### src/shared/tx_sys_pkg.sv
// Package for the transmit system-side interface: modes, fields, timing
package tx_sys_pkg;
    typedef enum logic [1:0] {
        MODE_SINGLE_NRZ,
        MODE_DUAL_NRZ,
        MODE_DUAL_RZ
    } rail_mode_t;

    // Indication source encodings
    localparam logic [2:0] IND_PATTERN = 3'h0;
    localparam logic [2:0] IND_ALARM = 3'h1;
    localparam logic [2:0] IND_OVERCURRENT = 3'h2;
    localparam logic [2:0] IND_TX_LOSS = 3'h3;
    localparam logic [2:0] IND_EXZ = 3'h4;
    localparam logic [2:0] IND_BPV = 3'h5;
    localparam logic [2:0] IND_EXZ_BPV = 3'h6;
    localparam logic [2:0] IND_LOS = 3'h7;

    // Register map (word offsets as byte addresses)
    localparam int ADDR_W = 4;
    localparam logic [3:0] ADDR_CONFIG_ONE = 4'h0;
    localparam logic [3:0] ADDR_MODE = 4'h4;
    localparam logic [3:0] ADDR_STATUS = 4'h8;
    localparam logic [3:0] ADDR_IRQ_MASK = 4'hc;

    // tx_config_one fields
    localparam int IND_SEL_HI = 7;
    localparam int IND_SEL_LO = 5;
    localparam int EDGE_SEL_BIT = 4;
    localparam int INVERT_BIT = 3;
    localparam logic [7:0] CONFIG_ONE_RESET = 8'h00;

    // Interrupt status bits
    localparam int ST_CLK_LOST = 0;
    localparam int ST_AUTO_RESET = 1;
    localparam int ST_BITS = 2;

    // Master clock loss: duty below 30 percent for 10 us
    localparam int CLK_PERIOD_NS = 40;
    localparam int LOSS_TIME_NS = 10000;
    localparam int LOSS_CYCLES = LOSS_TIME_NS / CLK_PERIOD_NS;
    localparam int DUTY_MIN_PCT = 30;
    localparam int DUTY_WINDOW = 100;
    localparam int RESET_HOLD_CYCLES = 16;

    typedef struct packed {
        logic pattern;
        logic alarm;
        logic overcurrent;
        logic tx_loss;
        logic exz;
        logic bpv;
        logic los;
    } ind_sources_t;

    typedef struct packed {
        logic pos;
        logic neg;
        logic valid;
    } rail_data_t;
endpackage

### src/design/tx_system_side_interface.sv
// Transmit system-side interface: pin multiplexing, sampling, indication, clock-loss reset
//
// Behaviour
// - Single NRZ and dual RZ modes turn the shared negative pin into indication output.
// - Config bits 7..5 choose which status drives the indication output.
// - Indication output updates on the selected channel clock edge when clock present.
// - Indication output is always active high, never inverted by data polarity.
// - Data rails are sampled on the clock edge chosen by config bit 4.
// - Dual RZ mode uses no clock; clock pin becomes negative data input.
// - Config bit 3 sets the active level of both data rails.
// - Master clock lost (duty under 30% for 10 us) then recovered causes auto reset.
`timescale 1ns/1ps
`default_nettype none
module tx_system_side_interface #(
    parameter int LOSS_CYCLES = tx_sys_pkg::LOSS_CYCLES
) (
    input wire logic clock_i,
    input wire logic rstn_i,
    input wire logic [tx_sys_pkg::ADDR_W-1:0] addr_i,
    input wire logic [7:0] wdata_i,
    input wire logic wr_i,
    input wire logic rd_i,
    output logic [7:0] rdata_o,
    input wire logic tx_positive_rail_i,
    input wire logic tx_channel_clock_i,
    input wire logic tx_negative_rail_i,
    output logic tx_indication_out_o,
    output logic tx_indication_oe_n_o,
    input wire tx_sys_pkg::ind_sources_t sources_i,
    input wire logic master_clock_i,
    input wire logic [3:0] master_clock_select_i,
    output tx_sys_pkg::rail_data_t rail_o,
    output logic self_reset_o,
    output logic irq_o
);
    localparam int DUTY_LIMIT = tx_sys_pkg::DUTY_WINDOW * tx_sys_pkg::DUTY_MIN_PCT / 100;

    logic [7:0] tx_config_one;
    tx_sys_pkg::rail_mode_t mode;
    logic [tx_sys_pkg::ST_BITS-1:0] status;
    logic [tx_sys_pkg::ST_BITS-1:0] irq_mask;
    logic [2:0] pos_sync, neg_sync, clk_sync, mck_sync;
    logic clk_prev;
    logic [3:0] mck_sel;
    logic clk_lost;
    logic reset_pulse;
    logic [15:0] reset_hold;

    function automatic logic sel_source(input logic [2:0] sel, input tx_sys_pkg::ind_sources_t s);
        logic r;
        r = 1'b0;
        unique case (sel)
            tx_sys_pkg::IND_PATTERN: r = s.pattern;
            tx_sys_pkg::IND_ALARM: r = s.alarm;
            tx_sys_pkg::IND_OVERCURRENT: r = s.overcurrent;
            tx_sys_pkg::IND_TX_LOSS: r = s.tx_loss;
            tx_sys_pkg::IND_EXZ: r = s.exz;
            tx_sys_pkg::IND_BPV: r = s.bpv;
            tx_sys_pkg::IND_EXZ_BPV: r = s.exz | s.bpv;
            tx_sys_pkg::IND_LOS: r = s.los;
        endcase
        return r;
    endfunction

    // Two-flop synchronisers; third stage feeds edge and level logic
    always_ff @(posedge clock_i or negedge rstn_i)
    begin
        if (!rstn_i)
        begin
            pos_sync <= 3'h0;
            neg_sync <= 3'h0;
            clk_sync <= 3'h0;
            mck_sync <= 3'h0;
            clk_prev <= 1'b0;
        end
        else
        begin
            pos_sync <= {pos_sync[1:0], tx_positive_rail_i};
            neg_sync <= {neg_sync[1:0], tx_negative_rail_i};
            clk_sync <= {clk_sync[1:0], tx_channel_clock_i};
            mck_sync <= {mck_sync[1:0], master_clock_i};
            clk_prev <= clk_sync[2];
        end
    end

    logic clk_rise, clk_fall, active_edge, pol;
    assign clk_rise = clk_sync[2] & ~clk_prev;
    assign clk_fall = ~clk_sync[2] & clk_prev;
    assign active_edge = tx_config_one[tx_sys_pkg::EDGE_SEL_BIT] ? clk_fall : clk_rise;
    assign pol = tx_config_one[tx_sys_pkg::INVERT_BIT];

    // Register writes
    always_ff @(posedge clock_i or negedge rstn_i)
    begin
        if (!rstn_i)
        begin
            tx_config_one <= tx_sys_pkg::CONFIG_ONE_RESET;
            mode <= tx_sys_pkg::MODE_SINGLE_NRZ;
            irq_mask <= '0;
        end
        else if (reset_pulse)
        begin
            tx_config_one <= tx_sys_pkg::CONFIG_ONE_RESET;
            mode <= tx_sys_pkg::MODE_SINGLE_NRZ;
            irq_mask <= '0;
        end
        else if (wr_i)
        begin
            unique case (addr_i)
                tx_sys_pkg::ADDR_CONFIG_ONE: tx_config_one <= wdata_i;
                tx_sys_pkg::ADDR_MODE:
                    mode <= (wdata_i[1:0] == 2'h1) ? tx_sys_pkg::MODE_DUAL_NRZ :
                            (wdata_i[1:0] == 2'h2) ? tx_sys_pkg::MODE_DUAL_RZ :
                            tx_sys_pkg::MODE_SINGLE_NRZ;
                tx_sys_pkg::ADDR_IRQ_MASK: irq_mask <= wdata_i[tx_sys_pkg::ST_BITS-1:0];
                default: ;
            endcase
        end
    end

    // Register reads, data one cycle after strobe
    always_ff @(posedge clock_i or negedge rstn_i)
    begin
        if (!rstn_i)
            rdata_o <= 8'h00;
        else if (rd_i)
        begin
            unique case (addr_i)
                tx_sys_pkg::ADDR_CONFIG_ONE: rdata_o <= tx_config_one;
                tx_sys_pkg::ADDR_MODE: rdata_o <= {6'h00, mode};
                tx_sys_pkg::ADDR_STATUS: rdata_o <= {6'h00, status};
                tx_sys_pkg::ADDR_IRQ_MASK: rdata_o <= {6'h00, irq_mask};
                default: rdata_o <= 8'h00;
            endcase
        end
        else
            rdata_o <= 8'h00;
    end

    // Rail sampling per mode
    always_ff @(posedge clock_i or negedge rstn_i)
    begin
        if (!rstn_i)
            rail_o <= '0;
        else
        begin
            rail_o.valid <= 1'b0;
            unique case (mode)
                tx_sys_pkg::MODE_SINGLE_NRZ:
                    if (active_edge)
                    begin
                        rail_o <= '{pos: pos_sync[2] ^ pol, neg: 1'b0, valid: 1'b1};
                    end
                tx_sys_pkg::MODE_DUAL_NRZ:
                    if (active_edge)
                    begin
                        rail_o <= '{pos: pos_sync[2] ^ pol, neg: neg_sync[2] ^ pol,
                                    valid: 1'b1};
                    end
                tx_sys_pkg::MODE_DUAL_RZ:
                    // Clock pin carries the negative rail; levels pass through
                    rail_o <= '{pos: pos_sync[2] ^ pol, neg: clk_sync[2] ^ pol,
                                valid: 1'b1};
            endcase
        end
    end

    // Indication output and its pin direction
    always_ff @(posedge clock_i or negedge rstn_i)
    begin
        if (!rstn_i)
        begin
            tx_indication_out_o <= 1'b0;
            tx_indication_oe_n_o <= 1'b1;
        end
        else
        begin
            tx_indication_oe_n_o <= (mode == tx_sys_pkg::MODE_DUAL_NRZ);
            if (mode == tx_sys_pkg::MODE_DUAL_RZ)
                // No channel clock here, so follow the source directly
                tx_indication_out_o <= sel_source(tx_config_one[tx_sys_pkg::IND_SEL_HI:
                    tx_sys_pkg::IND_SEL_LO], sources_i);
            else if (active_edge)
                tx_indication_out_o <= sel_source(tx_config_one[tx_sys_pkg::IND_SEL_HI:
                    tx_sys_pkg::IND_SEL_LO], sources_i);
        end
    end

    // Master clock duty monitor: high time over back-to-back fixed windows of DUTY_WINDOW cycles
    logic [7:0] win_cnt, high_cnt;
    logic [15:0] low_duty_cnt;
    always_ff @(posedge clock_i or negedge rstn_i)
    begin
        if (!rstn_i)
        begin
            win_cnt <= 8'h00;
            high_cnt <= 8'h00;
            low_duty_cnt <= 16'h0000;
            clk_lost <= 1'b0;
            mck_sel <= 4'h0;
        end
        else
        begin
            mck_sel <= master_clock_select_i;
            if (win_cnt == 8'(tx_sys_pkg::DUTY_WINDOW - 1))
            begin
                win_cnt <= 8'h00;
                high_cnt <= 8'h00;
                // Duty of either level under the minimum counts as missing
                if ((high_cnt < 8'(DUTY_LIMIT)) ||
                    (high_cnt > 8'(tx_sys_pkg::DUTY_WINDOW - DUTY_LIMIT)))
                begin
                    if (low_duty_cnt + 16'(tx_sys_pkg::DUTY_WINDOW) >= 16'(LOSS_CYCLES))
                        clk_lost <= 1'b1;
                    else
                        low_duty_cnt <= low_duty_cnt + 16'(tx_sys_pkg::DUTY_WINDOW);
                end
                else
                begin
                    low_duty_cnt <= 16'h0000;
                    clk_lost <= 1'b0;
                end
            end
            else
            begin
                win_cnt <= win_cnt + 8'h01;
                high_cnt <= high_cnt + {7'h00, mck_sync[2]};
            end
        end
    end

    // Automatic reset on recovery after loss
    logic lost_prev;
    always_ff @(posedge clock_i or negedge rstn_i)
    begin
        if (!rstn_i)
        begin
            lost_prev <= 1'b0;
            reset_pulse <= 1'b0;
            reset_hold <= 16'h0000;
            self_reset_o <= 1'b0;
        end
        else
        begin
            lost_prev <= clk_lost;
            reset_pulse <= lost_prev & ~clk_lost;
            if (lost_prev & ~clk_lost)
                reset_hold <= 16'(tx_sys_pkg::RESET_HOLD_CYCLES);
            else if (reset_hold != 16'h0000)
                reset_hold <= reset_hold - 16'h0001;
            self_reset_o <= (lost_prev & ~clk_lost) || (reset_hold > 16'h0001);
        end
    end

    // Sticky status, write one to clear, set wins
    logic [tx_sys_pkg::ST_BITS-1:0] set_bits, clr_bits;
    always_comb
    begin
        set_bits = '0;
        set_bits[tx_sys_pkg::ST_CLK_LOST] = clk_lost & ~lost_prev;
        set_bits[tx_sys_pkg::ST_AUTO_RESET] = reset_pulse;
        clr_bits = (wr_i && addr_i == tx_sys_pkg::ADDR_STATUS) ?
                   wdata_i[tx_sys_pkg::ST_BITS-1:0] : '0;
    end

    always_ff @(posedge clock_i or negedge rstn_i)
    begin
        if (!rstn_i)
        begin
            status <= '0;
            irq_o <= 1'b0;
        end
        else
        begin
            status <= (status & ~clr_bits) | set_bits;
            irq_o <= |(((status & ~clr_bits) | set_bits) & irq_mask);
        end
    end
endmodule
`default_nettype wire

### config.mk
export PLATFORM = sky130hd
export DESIGN_NAME = tx_system_side_interface
export DESIGN_NICKNAME = d
export VERILOG_FILES = /design/src/shared/tx_sys_pkg.sv /design/src/design/tx_system_side_interface.sv
export SDC_FILE = /design/constraint.sdc
export NUM_CORES = 1
export LEC_CHECK = 0
export BUFFER_PORTS_ARGS = -buffer_cell sky130_fd_sc_hd__buf_2
export CORE_AREA = 2 2 83 85
export CTS_BUF_LIST = sky130_fd_sc_hd__clkbuf_4
export DETAILED_ROUTE_END_ITERATION = 8
export DIE_AREA = 0 0 85 87
export PLACE_DENSITY = 0.9
export SETUP_SLACK_MARGIN = 0.3
export SLEW_MARGIN = 20
export SYNTH_ARGS = -nofsm -noshare
export SYNTH_HDL_FRONTEND = slang
export SYNTH_SLANG_ARGS = --single-unit
### constraint.sdc
create_clock -name clock_i -period 6.04 [get_ports clock_i]
set_clock_uncertainty 0.05 [all_clocks]
set_input_delay 0.906 -clock clock_i [delete_from_list [all_inputs] [get_ports clock_i]]
set_output_delay 0.906 -clock clock_i [all_outputs]
set_load 0.01 [all_outputs]
==> summary.md, run 1 <==
| Metric | Value |
|---|---|
| Max Freq | `363 MHz` |
| Syn nets | `416` |
| Clk_lat worst skew | `0.45 ns` |
| Slew Limit Fails | `0` |
| Syn Inst Count | `~380` |
| Number of max-cap violations | `0` |
| Synth-to-Final Area Change | `9.98%` |
| CP Max Fanout | `10` |
| Crit path DAT | `3.07 ns` |
| Final Worst Setup Slack | `about 3.3 ns` |
| Pwr dens | `around 260 nW/um^2` |
| Vias per cell | `5.79` |
| Setup TNS | `0 ns` |
| Rel. slew slack | `between 20% and 30%` |
| Top Ports | `46` |
| Ys flop type | `dfrtp_1` |
| Sequential area share after synthesis | `between 50% and 60%` |
| Dpl ws | `about 3.3 ns` |
| Fillers | `~480` |
| PnR Total Power | `between 1 and 1.5 mW` |
| Clock-pin slew on the worst setup and hold paths | `0.14 ns` |
| Final wirelength | `between 7000 and 8000 um` |
| Tot GR Track Use | `between 20 and 25%` |
| Initial antenna violation count | `0` |
| Crit end category | `register` |
| Worst Max-Slew Pin Slew | `1.07 ns` |
| Clock buffer depth | `2` |
| Worst hold path type | `reg -> reg` |
| Starting Density | `between 60% and 70%` |
| Drt drc | `0` |
| Post_cts resized | `0` |
| Global-route wire length before repair | `12700 um` |
| Yosys warning count | `0` |
| Unrepaired setup endpoints after global routing | `no` |
| Avg WL per Cell | `14.4 um` |
| CTS H-Tree Depth | `3` |
| CTS tree | `done` |
| Die Ht | `between 80 and 90 um` |
| Yosys cell types | `51` |
| Setup Viol. Count Final | `0` |
| WP data required | `between 6 and 7 ns` |
| Period utilization | `around 46%` |
| Fraction of layout cells with a size suffix above 1 | `16.2%` |
| Worst IR Drop VDD | `0.190 mV` |
| Final HPWL DP | `between 5000 and 6000 um` |
| Most frequent cells in the layout | `dfrtp_1 (90), nor2_1 (53), buf_2 (40), nand2_1 (19), xnor2_1 (19)` |
| Mean Syn Cell Area | `around 11 um^2` |
| Layout Nets | `463` |
| Core area | `roughly 6600 um^2` |
| Vias | `about 2900` |
| Outcome | `finished clean` |
| Sink Count | `91` |
| RD Place Congestion | `between 0.8 and 0.9` |
| FFs w/ async S/R, synth | `100%` |
| Cell area after placement | `~4400 um^2` |
| DIE WIDTH | `85 um` |
| DIE AREA | `about 7400 um^2` |
| Initial DRC count | `around 270` |
| Critical path type | `reg -> reg` |
| Design Area, Final | `between 4000 and 5000 um^2` |
| Post-route ant nets | `0` |
| Post-CTS Hold Buffers | `0` |
| Synth Register Bits | `roughly 90` |
| Vias in the first global route | `between 2000 and 3000` |
| # rows | `30` |
| Min cycle time layout | `approximately 2.8 ns` |
| Total gr overflow | `0` |
| Final hold vios | `0` |
| Commonest non-fill, non-tap cell in the layout | `dfrtp_1` |
| Leakage | `about 2.2 nW` |
| Antenna cell count | `0` |
| Number of synthesized flops with an enable pin | `0` |
| Clock Root Buffer | `clkbuf_4` |
| Post-synthesis cell area | `between 4000 and 5000 um^2` |
| Critical Path Source Type | `register` |
| Port bufs | `between 40 and 50` |
| Post-CTS Setup Bufs | `0` |
| Clock buffer count from CTS | `9` |
| DRT Pass-1 Iters | `4` |
| Largest net degree at the start of global routing | `92` |
state kept, by name, summed over array words and instances (netlist names), 2 cells and up:
name,flops
clk_sync,3
high_cnt,8
irq_mask,2
low_duty_cnt,14
mck_sync,3
mode,2
neg_sync,3
pos_sync,3
rail_o,3
rdata_o,8
reset_hold,16
status,2
tx_config_one,8
win_cnt,8
cell families (layout without fill, tap and decap cells):
family / Yosys count / count (layout) / synth area share [%]
XOR/XNOR: 29 / 29 / 6.16
multiplexers: 18 / 18 / 5.34
flip-flops: 91 / 91 / 55.3
AO/OA/AOI/OAI: 60 / 60 / 10.2
buffers and inverters: 18 / 70 / 1.85
AND/OR/NAND/NOR: 149 / 149 / 18.1
adder cells (fa/ha/maj): 10 / 10 / 3.03
routing by layer:
layer  share of wire, %  track usage (%)  vias up
li1                   -                -     1420
met1                 42             26.4     1423
met2                 50             36.6       74
met3                4.7             4.93       18
met4                2.8             11.8        0
met5                  0                0        -
stage by stage:
| step | std cells | hold WS (ns) | util [%] |
|---|---|---|---|
| floorplan | 375 | 0.281 | - |
| global placement | 491 | 0.282 | 67.1 |
| detailed placement | 491 | 0.285 | 67.1 |
| CTS | 507 | 0.312 | 69.0 |
| global route | 507 | 0.325 | 69.0 |
| finish | 507 | 0.305 | 69.0 |
worst max-delay path: stages (launching register included):
cell      delay [ns]
dfrtp_1         0.49
ha_1            0.28
a211o_2         0.41
nor3_1          0.20
a311oi_1        0.14
a211o_1         0.41
or4_1           0.51
a21oi_1         0.19
power by group:
| part | total, mW | internal (mW) | switching, mW |
|---|---|---|---|
| sequential | 0.716 | 0.665 | 0.0508 |
| clock | 0.297 | 0.0875 | 0.209 |
| combinational | 0.167 | 0.0799 | 0.0867 |
synthesized netlist by cell type (all sizes together), types with 2 or more instances:
| cell type | number | area [um^2] |
|---|---|---|
| dfrtp | 90 | 2250 |
| o211ai | 2 | 15.0 |
| or3 | 4 | 25.0 |
| ha | 10 | 125 |
| nor3b | 2 | 15.0 |
| buf | 2 | 16.3 |
| nor4b | 2 | 17.5 |
| a41oi | 2 | 17.5 |
| nand2b | 4 | 27.5 |
| nand4 | 2 | 12.5 |
| and2 | 16 | 100 |
| nand3b | 2 | 15.0 |
| nor4 | 5 | 31.3 |
| and3 | 4 | 25.0 |
| inv | 11 | 41.3 |
| a211oi | 4 | 30.0 |
| a22o | 2 | 17.5 |
| xor2 | 10 | 87.6 |
| a21oi | 17 | 85.1 |
| nand3 | 17 | 85.1 |
| mux2i | 13 | 130 |
| xnor2 | 19 | 166 |
| a311oi | 2 | 35.0 |
| nand2 | 19 | 71.3 |
| a41o | 2 | 20.0 |
| o22ai | 2 | 12.5 |
| o21a | 3 | 22.5 |
| or4 | 5 | 37.5 |
| a211o | 2 | 18.8 |
| o21ai | 9 | 45.0 |
| nor3 | 12 | 70.1 |
| clkbuf | 5 | 18.8 |
| o31ai | 6 | 45.0 |
| nor2 | 53 | 199 |
| mux2 | 2 | 22.5 |
| a21o | 2 | 15.0 |
| mux4 | 3 | 67.6 |
cell type report:
class                   instances  area (um^2)  area share [%]
flip-flops and latches         91         2280            50.2
multi-input cells             266         1770            39.0
repair buffers                 43          226            4.99
well taps                      80          100            2.21
clock buffers                   9         67.6            1.49
clock inverters                 7         52.6            1.16
inverters                      11         41.3           0.911
path summary, 6_finish.rpt:
kind | startpoint | slack (ns) | cells past startpoint | to
worst max register to register | low_duty_cnt[3] | 3.29 | 7 | low_duty_cnt[4]
worst max-delay path | low_duty_cnt[3] | 3.29 | 7 | low_duty_cnt[4]
min in group asynchronous | rstn_i | 0.43 | 1 | rdata_o[7]
worst min register to register | pos_sync[0] | 0.31 | 0 | pos_sync[1]
worst min-delay path | pos_sync[0] | 0.31 | 0 | pos_sync[1]
max in group asynchronous | rstn_i | 4.98 | 1 | reset_hold[10]
No activity file was read; power rests on OpenSTA's default activity.
==> inputs of run 2 (changes only) <==
CORE_AREA = 2 2 86 88   (was 2 2 83 85)
DIE_AREA = 0 0 88 90   (was 0 0 85 87)
PLACE_DENSITY = 0.84   (was 0.9)
clock period = 2.8 ns   (was 6.04 ns; I/O delays follow)
==> run 2 against run 1 <==
Core utilization fell by 0.84 points. Clock-buffer cell count is the same. First-iteration DRC count is 34% lower. Fmax increased by 11%. Total power increased by 120%. Non-clock buffer count increased by 15. Global-route usage decreased by 1.3 points. Flip-flop and latch count unchanged. Highest routed layer unchanged.
==> summary.md, run 2 (same netlist as run 1, synthesis figures left out) <==
| Metric | Value |
|---|---|
| Initial antenna violation count | `0` |
| Post-route ant nets | `0` |
| Unrepaired setup endpoints after global routing | `yes` |
| Biggest register | `reset_hold` |
| CP Max Fanout | `8` |
| R2R setup slack | `between 0.3 and 0.4 ns` |
| Crit path DAT | `about 2.8 ns` |
| Setup TNS | `0 ns` |
| Layout Nets | `between 400 and 500` |
| Avg WL per Cell | `14.6 um` |
| Worst hold path type | `in -> reg` |
| CP Cell Sequence | `ha_4, a211o_4, nor3_4, a311oi_2, a211o_4, or4_1, a21oi_1` |
| Crit end category | `register` |
| Pwr dens | `between 500 and 600 nW/um^2` |
| # rows | `31` |
| Largest register FFs | `16` |
| Worst IR Drop VDD | `~0.26 mV` |
| Most frequent CP cell | `a211o_4` |
| Switch Pwr | `around 760 uW` |
| CTS H-Tree Depth | `3` |
| Critical Path Source Type | `register` |
| Drt drc | `0` |
| DIE WIDTH | `between 80 and 90 um` |
| Sw Ratio | `a little under 30%` |
| Final HPWL DP | `~5300 um` |
| Final wirelength | `just under 8000 um` |
| Fraction of layout cells with a size suffix above 1 | `between 20% and 30%` |
| Slowest-stage cell, CP | `dfrtp_2` |
| Dpl ws | `around 0.13 ns` |
| Die Ht | `around 90 um` |
| Vias in the first global route | `approximately 2900` |
| Slew Limit Fails | `0` |
| Worst Max-Slew Pin Slew | `0.660 ns` |
| Starting Density | `58.7%` |
| Max Freq | `403 MHz` |
| Combinational group share of total power | `14.1%` |
| Critical Path Max Stage Delay | `approximately 0.48 ns` |
| Period utilization | `about nine tenths` |
| Sequential Power Share | `about 60%` |
| Total gr overflow | `0` |
| Clock Root Buffer | `clkbuf_4` |
| Core area | `roughly 7000 um^2` |
| Tot GR Track Use | `between 20% and 30%` |
| Worst Setup SP | `low_duty_cnt[3]` |
| Final cell count without fillers | `roughly 540` |
| CTS tree | `done` |
| Clock-pin slew on the worst setup and hold paths | `0.15 ns` |
| Vias per cell | `between 5 and 6` |
| Vias | `roughly 3000` |
| Initial DRC count | `around 180` |
| Commonest non-fill, non-tap cell in the layout | `dfrtp_1` |
| Final Worst Setup Slack | `about 0.32 ns` |
| Port bufs | `41` |
| DIE AREA | `a little under 8000 um^2` |
| Post-route core utilization | `around 70%` |
| RD Place Congestion | `roughly 0.85` |
| DRT Pass-1 Iters | `4` |
| Number of max-cap violations | `0` |
| Global-route wire length before repair | `about 13000 um` |
| Min cycle time layout | `about 2.5 ns` |
| Final hold vios | `0` |
| Critical path type | `reg -> reg` |
| Largest net degree at the start of global routing | `55` |
| Hold Crit Start | `tx_positive_rail_i` |
| WP data required | `~3.1 ns` |
| Most frequent cells in the layout | `dfrtp_1 (87), nor2_1 (53), buf_2 (40), nand2_1 (19), xnor2_1 (19)` |
| Int Pwr | `around 1.8 mW` |
| Antenna cell count | `0` |
| Setup Viol. Count Final | `0` |
| Top Ports | `46` |
| R2r startpoint | `low_duty_cnt[3]` |
| Largest regs | `reset_hold: 16 flops, low_duty_cnt: 14 flops` |
| Leakage | `between 2 and 2.5 nW` |
| Cell Count Post-Placement | `515` |
| Clock buffer depth | `2` |
| Clock buffer count from CTS | `9` |
| Sink Count | `91` |
| Outcome | `finished clean` |
| Rel. slew slack | `between 50 and 60%` |
| Clock share of power | `approximately a quarter` |
| Synth-to-Final Area Change | `16.1%` |
| Clk_lat worst skew | `roughly 0.45 ns` |
## run 2: path summary, 6_finish.rpt
| check | to | cells past startpoint |
|---|---|---|
| worst max-delay path | low_duty_cnt[6] | 7 |
| worst min-delay path | pos_sync[0] | 1 |
| worst max register to register | low_duty_cnt[6] | 7 |
| worst min register to register | clk_sync[2] | 0 |
| max in group asynchronous | irq_o | 3 |
| min in group asynchronous | rail_o[0] | 2 |
## run 2: cell type report
class	instances	area, um^2
flip-flops and latches	91	2280
fillers	534	2230
multi-input cells	266	1860
repair buffers	58	355
well taps	99	124
clock buffers	9	67.6
clock inverters	7	60.1
inverters	11	41.3
## run 2: routing by layer
layer | wire length, um | GRT usage, % | up-vias
met4 | 218 | 9.10 | 0
met2 | 3930 | 33.4 | 82
met5 | 0 | 0 | -
li1 | - | - | 1446
met1 | 3390 | 27.3 | 1487
met3 | 367 | 3.03 | 23
## run 2: repair_timing
item | in CTS | in global routing
pin swaps | 2 | 14
endpoints found under the setup margin | 4 | 5
buffers inserted | 5 | 2
endpoints found under the hold margin | 51 | 2
cloned | 0 | 0
hold buffers | 1 | 2
resized for setup | 7 | 14
## run 2: metrics by stage
stage               hold WS, ns  total power [mW]  area, um^2
floorplan                0.0744              1.79        4120
global placement          0.282              1.90        4480
detailed placement        0.285              1.93        4480
CTS                     0.00214              2.59        4690
global route            0.00198              2.73        4790
finish                   0.0258              2.57        4790
## run 2: power groups by stage
| stage | combinational, mW | sequential (mW) | clock (mW) |
|---|---|---|---|
| after floorplan | 0.232 | 1.55 | 0 |
| after global placement | 0.342 | 1.56 | 0 |
| after detailed placement | 0.363 | 1.57 | 0 |
| after CTS | 0.364 | 1.54 | 0.687 |
| after global routing | 0.417 | 1.56 | 0.748 |
| final | 0.361 | 1.54 | 0.667 |
## run 2: worst max-delay path: cells and delay by family (launching register included)
| kind | cells | cell delay [ns] |
|---|---|---|
| AOI/OAI and AO/OA | 4 | 1.01 |
| and+or+nand+nor | 2 | 0.70 |
| DFF | 1 | 0.48 |
| adders and majority gates | 1 | 0.18 |
==> inputs of run 3 (changes only) <==
==> constraint.sdc (replaced) <==
create_clock -name clock_i -period 2.8 [get_ports clock_i]
set_clock_uncertainty 0.05 [all_clocks]
set_input_delay 0 -clock clock_i [delete_from_list [all_inputs] [get_ports clock_i]]
set_output_delay 0 -clock clock_i [all_outputs]
set_load 0.01 [all_outputs]
==> run 3 against run 2 <==
Clock power up 17%. Global-route usage up 2.1 points. Routed wire length is 9.0% higher. Flip-flop and latch count did not move. Die area unchanged. Largest power group unchanged.
==> summary.md, run 3 (same netlist as run 1, synthesis figures left out) <==
| Metric | Value |
|---|---|
| Outcome | `finished clean` |
| CP Cell Sequence | `ha_4, a211o_4, buf_4, a211oi_1, a41o_1, o21ai_4, or4_4, a21oi_2` |
| Top Ports | `46` |
| Sequential Power Share | `a little under three fifths` |
| Leakage | `~2.3 nW` |
| PnR Total Power | `2.71 mW` |
| Synth-to-Final Area Change | `21.9%` |
| Setup Viol. Count Final | `0` |
| Hold Crit Start | `sources_i[3]` |
| DIE WIDTH | `about 90 um` |
| Int Pwr | `around 1.9 mW` |
| Vias per cell | `roughly 5.6` |
| Sequential cell area | `around 2300 um^2` |
| Drt drc | `0` |
| Crit end category | `register` |
| Biggest register | `reset_hold` |
| Worst Max-Slew Pin Slew | `between 0.9 and 1 ns` |
| Critical Path Source Type | `register` |
| Delay-heaviest family, CP | `compound AO/OA/AOI/OAI gates` |
| Rel. slew slack | `between 30% and 40%` |
| Vias in the first global route | `around 3200` |
| Worst Setup SP | `low_duty_cnt[2]` |
| CTS tree | `done` |
| Period utilization | `about nine tenths` |
| Final hold vios | `0` |
| Buffers & Inverters on Critical Path | `1` |
| Fraction of layout cells with a size suffix above 1 | `a little under a quarter` |
| Switch Pwr | `just under 800 uW` |
| Sink Count | `91` |
| Tot GR Track Use | `between 20% and 30%` |
| Critical path type | `reg -> reg` |
| # rows | `31` |
| Max Freq | `398 MHz` |
| Core area | `7020 um^2` |
| CP Max Fanout | `10` |
| CTS H-Tree Depth | `3` |
| Critical Path Max Stage Delay | `about 0.54 ns` |
| Clock buffer depth | `2` |
| Initial DRC count | `about 280` |
| Worst IR Drop VDD | `0.295 mV` |
| Final cell count without fillers | `561` |
| Port bufs | `between 40 and 50` |
| Vias | `approximately 3100` |
| Slew Limit Fails | `0` |
| Largest regs | `reset_hold: 16 flops, low_duty_cnt: 14 flops` |
| WP data required | `3.14 ns` |
| DRT Pass-1 Iters | `4` |
| Number of max-cap violations | `0` |
| Post-route ant nets | `0` |
| Commonest non-fill, non-tap cell in the layout | `dfrtp_1` |
| Clk_lat worst skew | `0.46 ns` |
| Slowest-stage cell, CP | `or4_4` |
| Unrepaired setup endpoints after global routing | `yes` |
| Final wirelength | `about 8600 um` |
| Most frequent cells in the layout | `dfrtp_1 (86), nor2_1 (53), buf_2 (40), dlygate4sd3_1 (20)` |
| Fillers | `just under 500` |
| R2r startpoint | `low_duty_cnt[2]` |
| Starting Density | `around 59%` |
| Initial antenna violation count | `0` |
| RD Place Congestion | `a little over 0.8` |
| Crit path DAT | `between 2 and 3 ns` |
| Clock buffer count from CTS | `9` |
| Worst hold path type | `in -> reg` |
| Sw Ratio | `a little under 30%` |
| Die Ht | `roughly 90 um` |
| Global-route wire length before repair | `14400 um` |
| Clock share of power | `28.8%` |
| Avg WL per Cell | `roughly 15 um` |
| Final HPWL DP | `around 5100 um` |
| Clock Root Buffer | `clkbuf_4` |
| DIE AREA | `7920 um^2` |
| Setup TNS | `0 ns` |
| Clock-pin slew on the worst setup and hold paths | `~0.16 ns` |
| Largest register FFs | `16` |
| Total gr overflow | `0` |
| Antenna cell count | `0` |
| Layout Nets | `498` |
| Min cycle time layout | `2.51 ns` |
| Combinational group share of total power | `14.2%` |
| Pwr dens | `roughly 540 nW/um^2` |
| Cell Count Post-Placement | `around 500` |
| Area occupied by multi-input gates | `around 1900 um^2` |
| Largest net degree at the start of global routing | `92` |
run 3: cell count changes in the layout (fill, tap and decap cells not counted), moves of 2 or more:
cell	before	now
dlygate4sd3_1	3	20
clkinvlp_4	3	1
o31ai_1	6	4
buf_4	14	17
o31ai_2	0	2
run 3: repair_timing:
item | CTS | global route
hold buffers | 20 | 0
setup endpoints to repair | 4 | 7
gates resized for setup | 9 | 19
endpoints found under the hold margin | 117 | 0
pin swaps | 4 | 12
buffers inserted | 6 | 7
run 3: cell type report:
| class | count | area share [%] |
|---|---|---|
| Clock buffer | 9 | 1.34 |
| Timing Repair Buffer | 78 | 10.7 |
| Multi-Input combinational cell | 266 | 37.5 |
| Inverter | 11 | 0.822 |
| Sequential cell | 91 | 45.4 |
| Clock inverter | 7 | 1.67 |
| Tap cell | 99 | 2.46 |
run 3: metrics by stage:
step | util, % | instance area [um^2] | setup slack, ns | hold slack, ns
3_3_place_gp | 63.4 | 4450 | 0.252 | 0.0596
5_1_grt | 71.6 | 5030 | 0.220 | 0.0126
4_1_cts | 69.5 | 4880 | 0.302 | 0.000784
6_report | 71.6 | 5030 | 0.286 | 0.0159
3_5_place_dp | 63.4 | 4450 | 0.0881 | 0.0598
2_1_floorplan | - | 4120 | 0.328 | -0.346
run 3: final timing paths:
kind	end	cells after the start	slack (ns)
max	low_duty_cnt[5]	8	0.29
min	tx_indication_out_o	4	0.02
max reg2reg	low_duty_cnt[5]	8	0.29
min reg2reg	mck_sync[2]	0	0.32
max in group asynchronous	low_duty_cnt[2]	2	2.03
min in group asynchronous	rail_o[0]	2	0.09
run 3: per-layer routing:
layer / global-route usage [%] / up-vias / routed length [um]
met4: 9.74 / 0 / 207
met1: 29.1 / 1543 / 3640
met5: 0 / - / 0
met2: 37.6 / 85 / 4430
li1: - / 1488 / -
met3: 3.86 / 17 / 338
run 3: worst min-delay path, cell delays in order:
cell and delay, ns:
buf_2 0.07, mux4_2 0.21, mux2i_1 0.08, a21oi_1 0.14
run 3: power groups by stage:
stage                     sequential, mW  clock [mW]  combinational, mW
after floorplan                     1.55           0              0.232
after global placement              1.56           0              0.336
after detailed placement            1.56           0              0.355
after CTS                           1.54       0.784              0.380
after global routing                1.56       0.848              0.432
final                               1.54       0.779              0.385
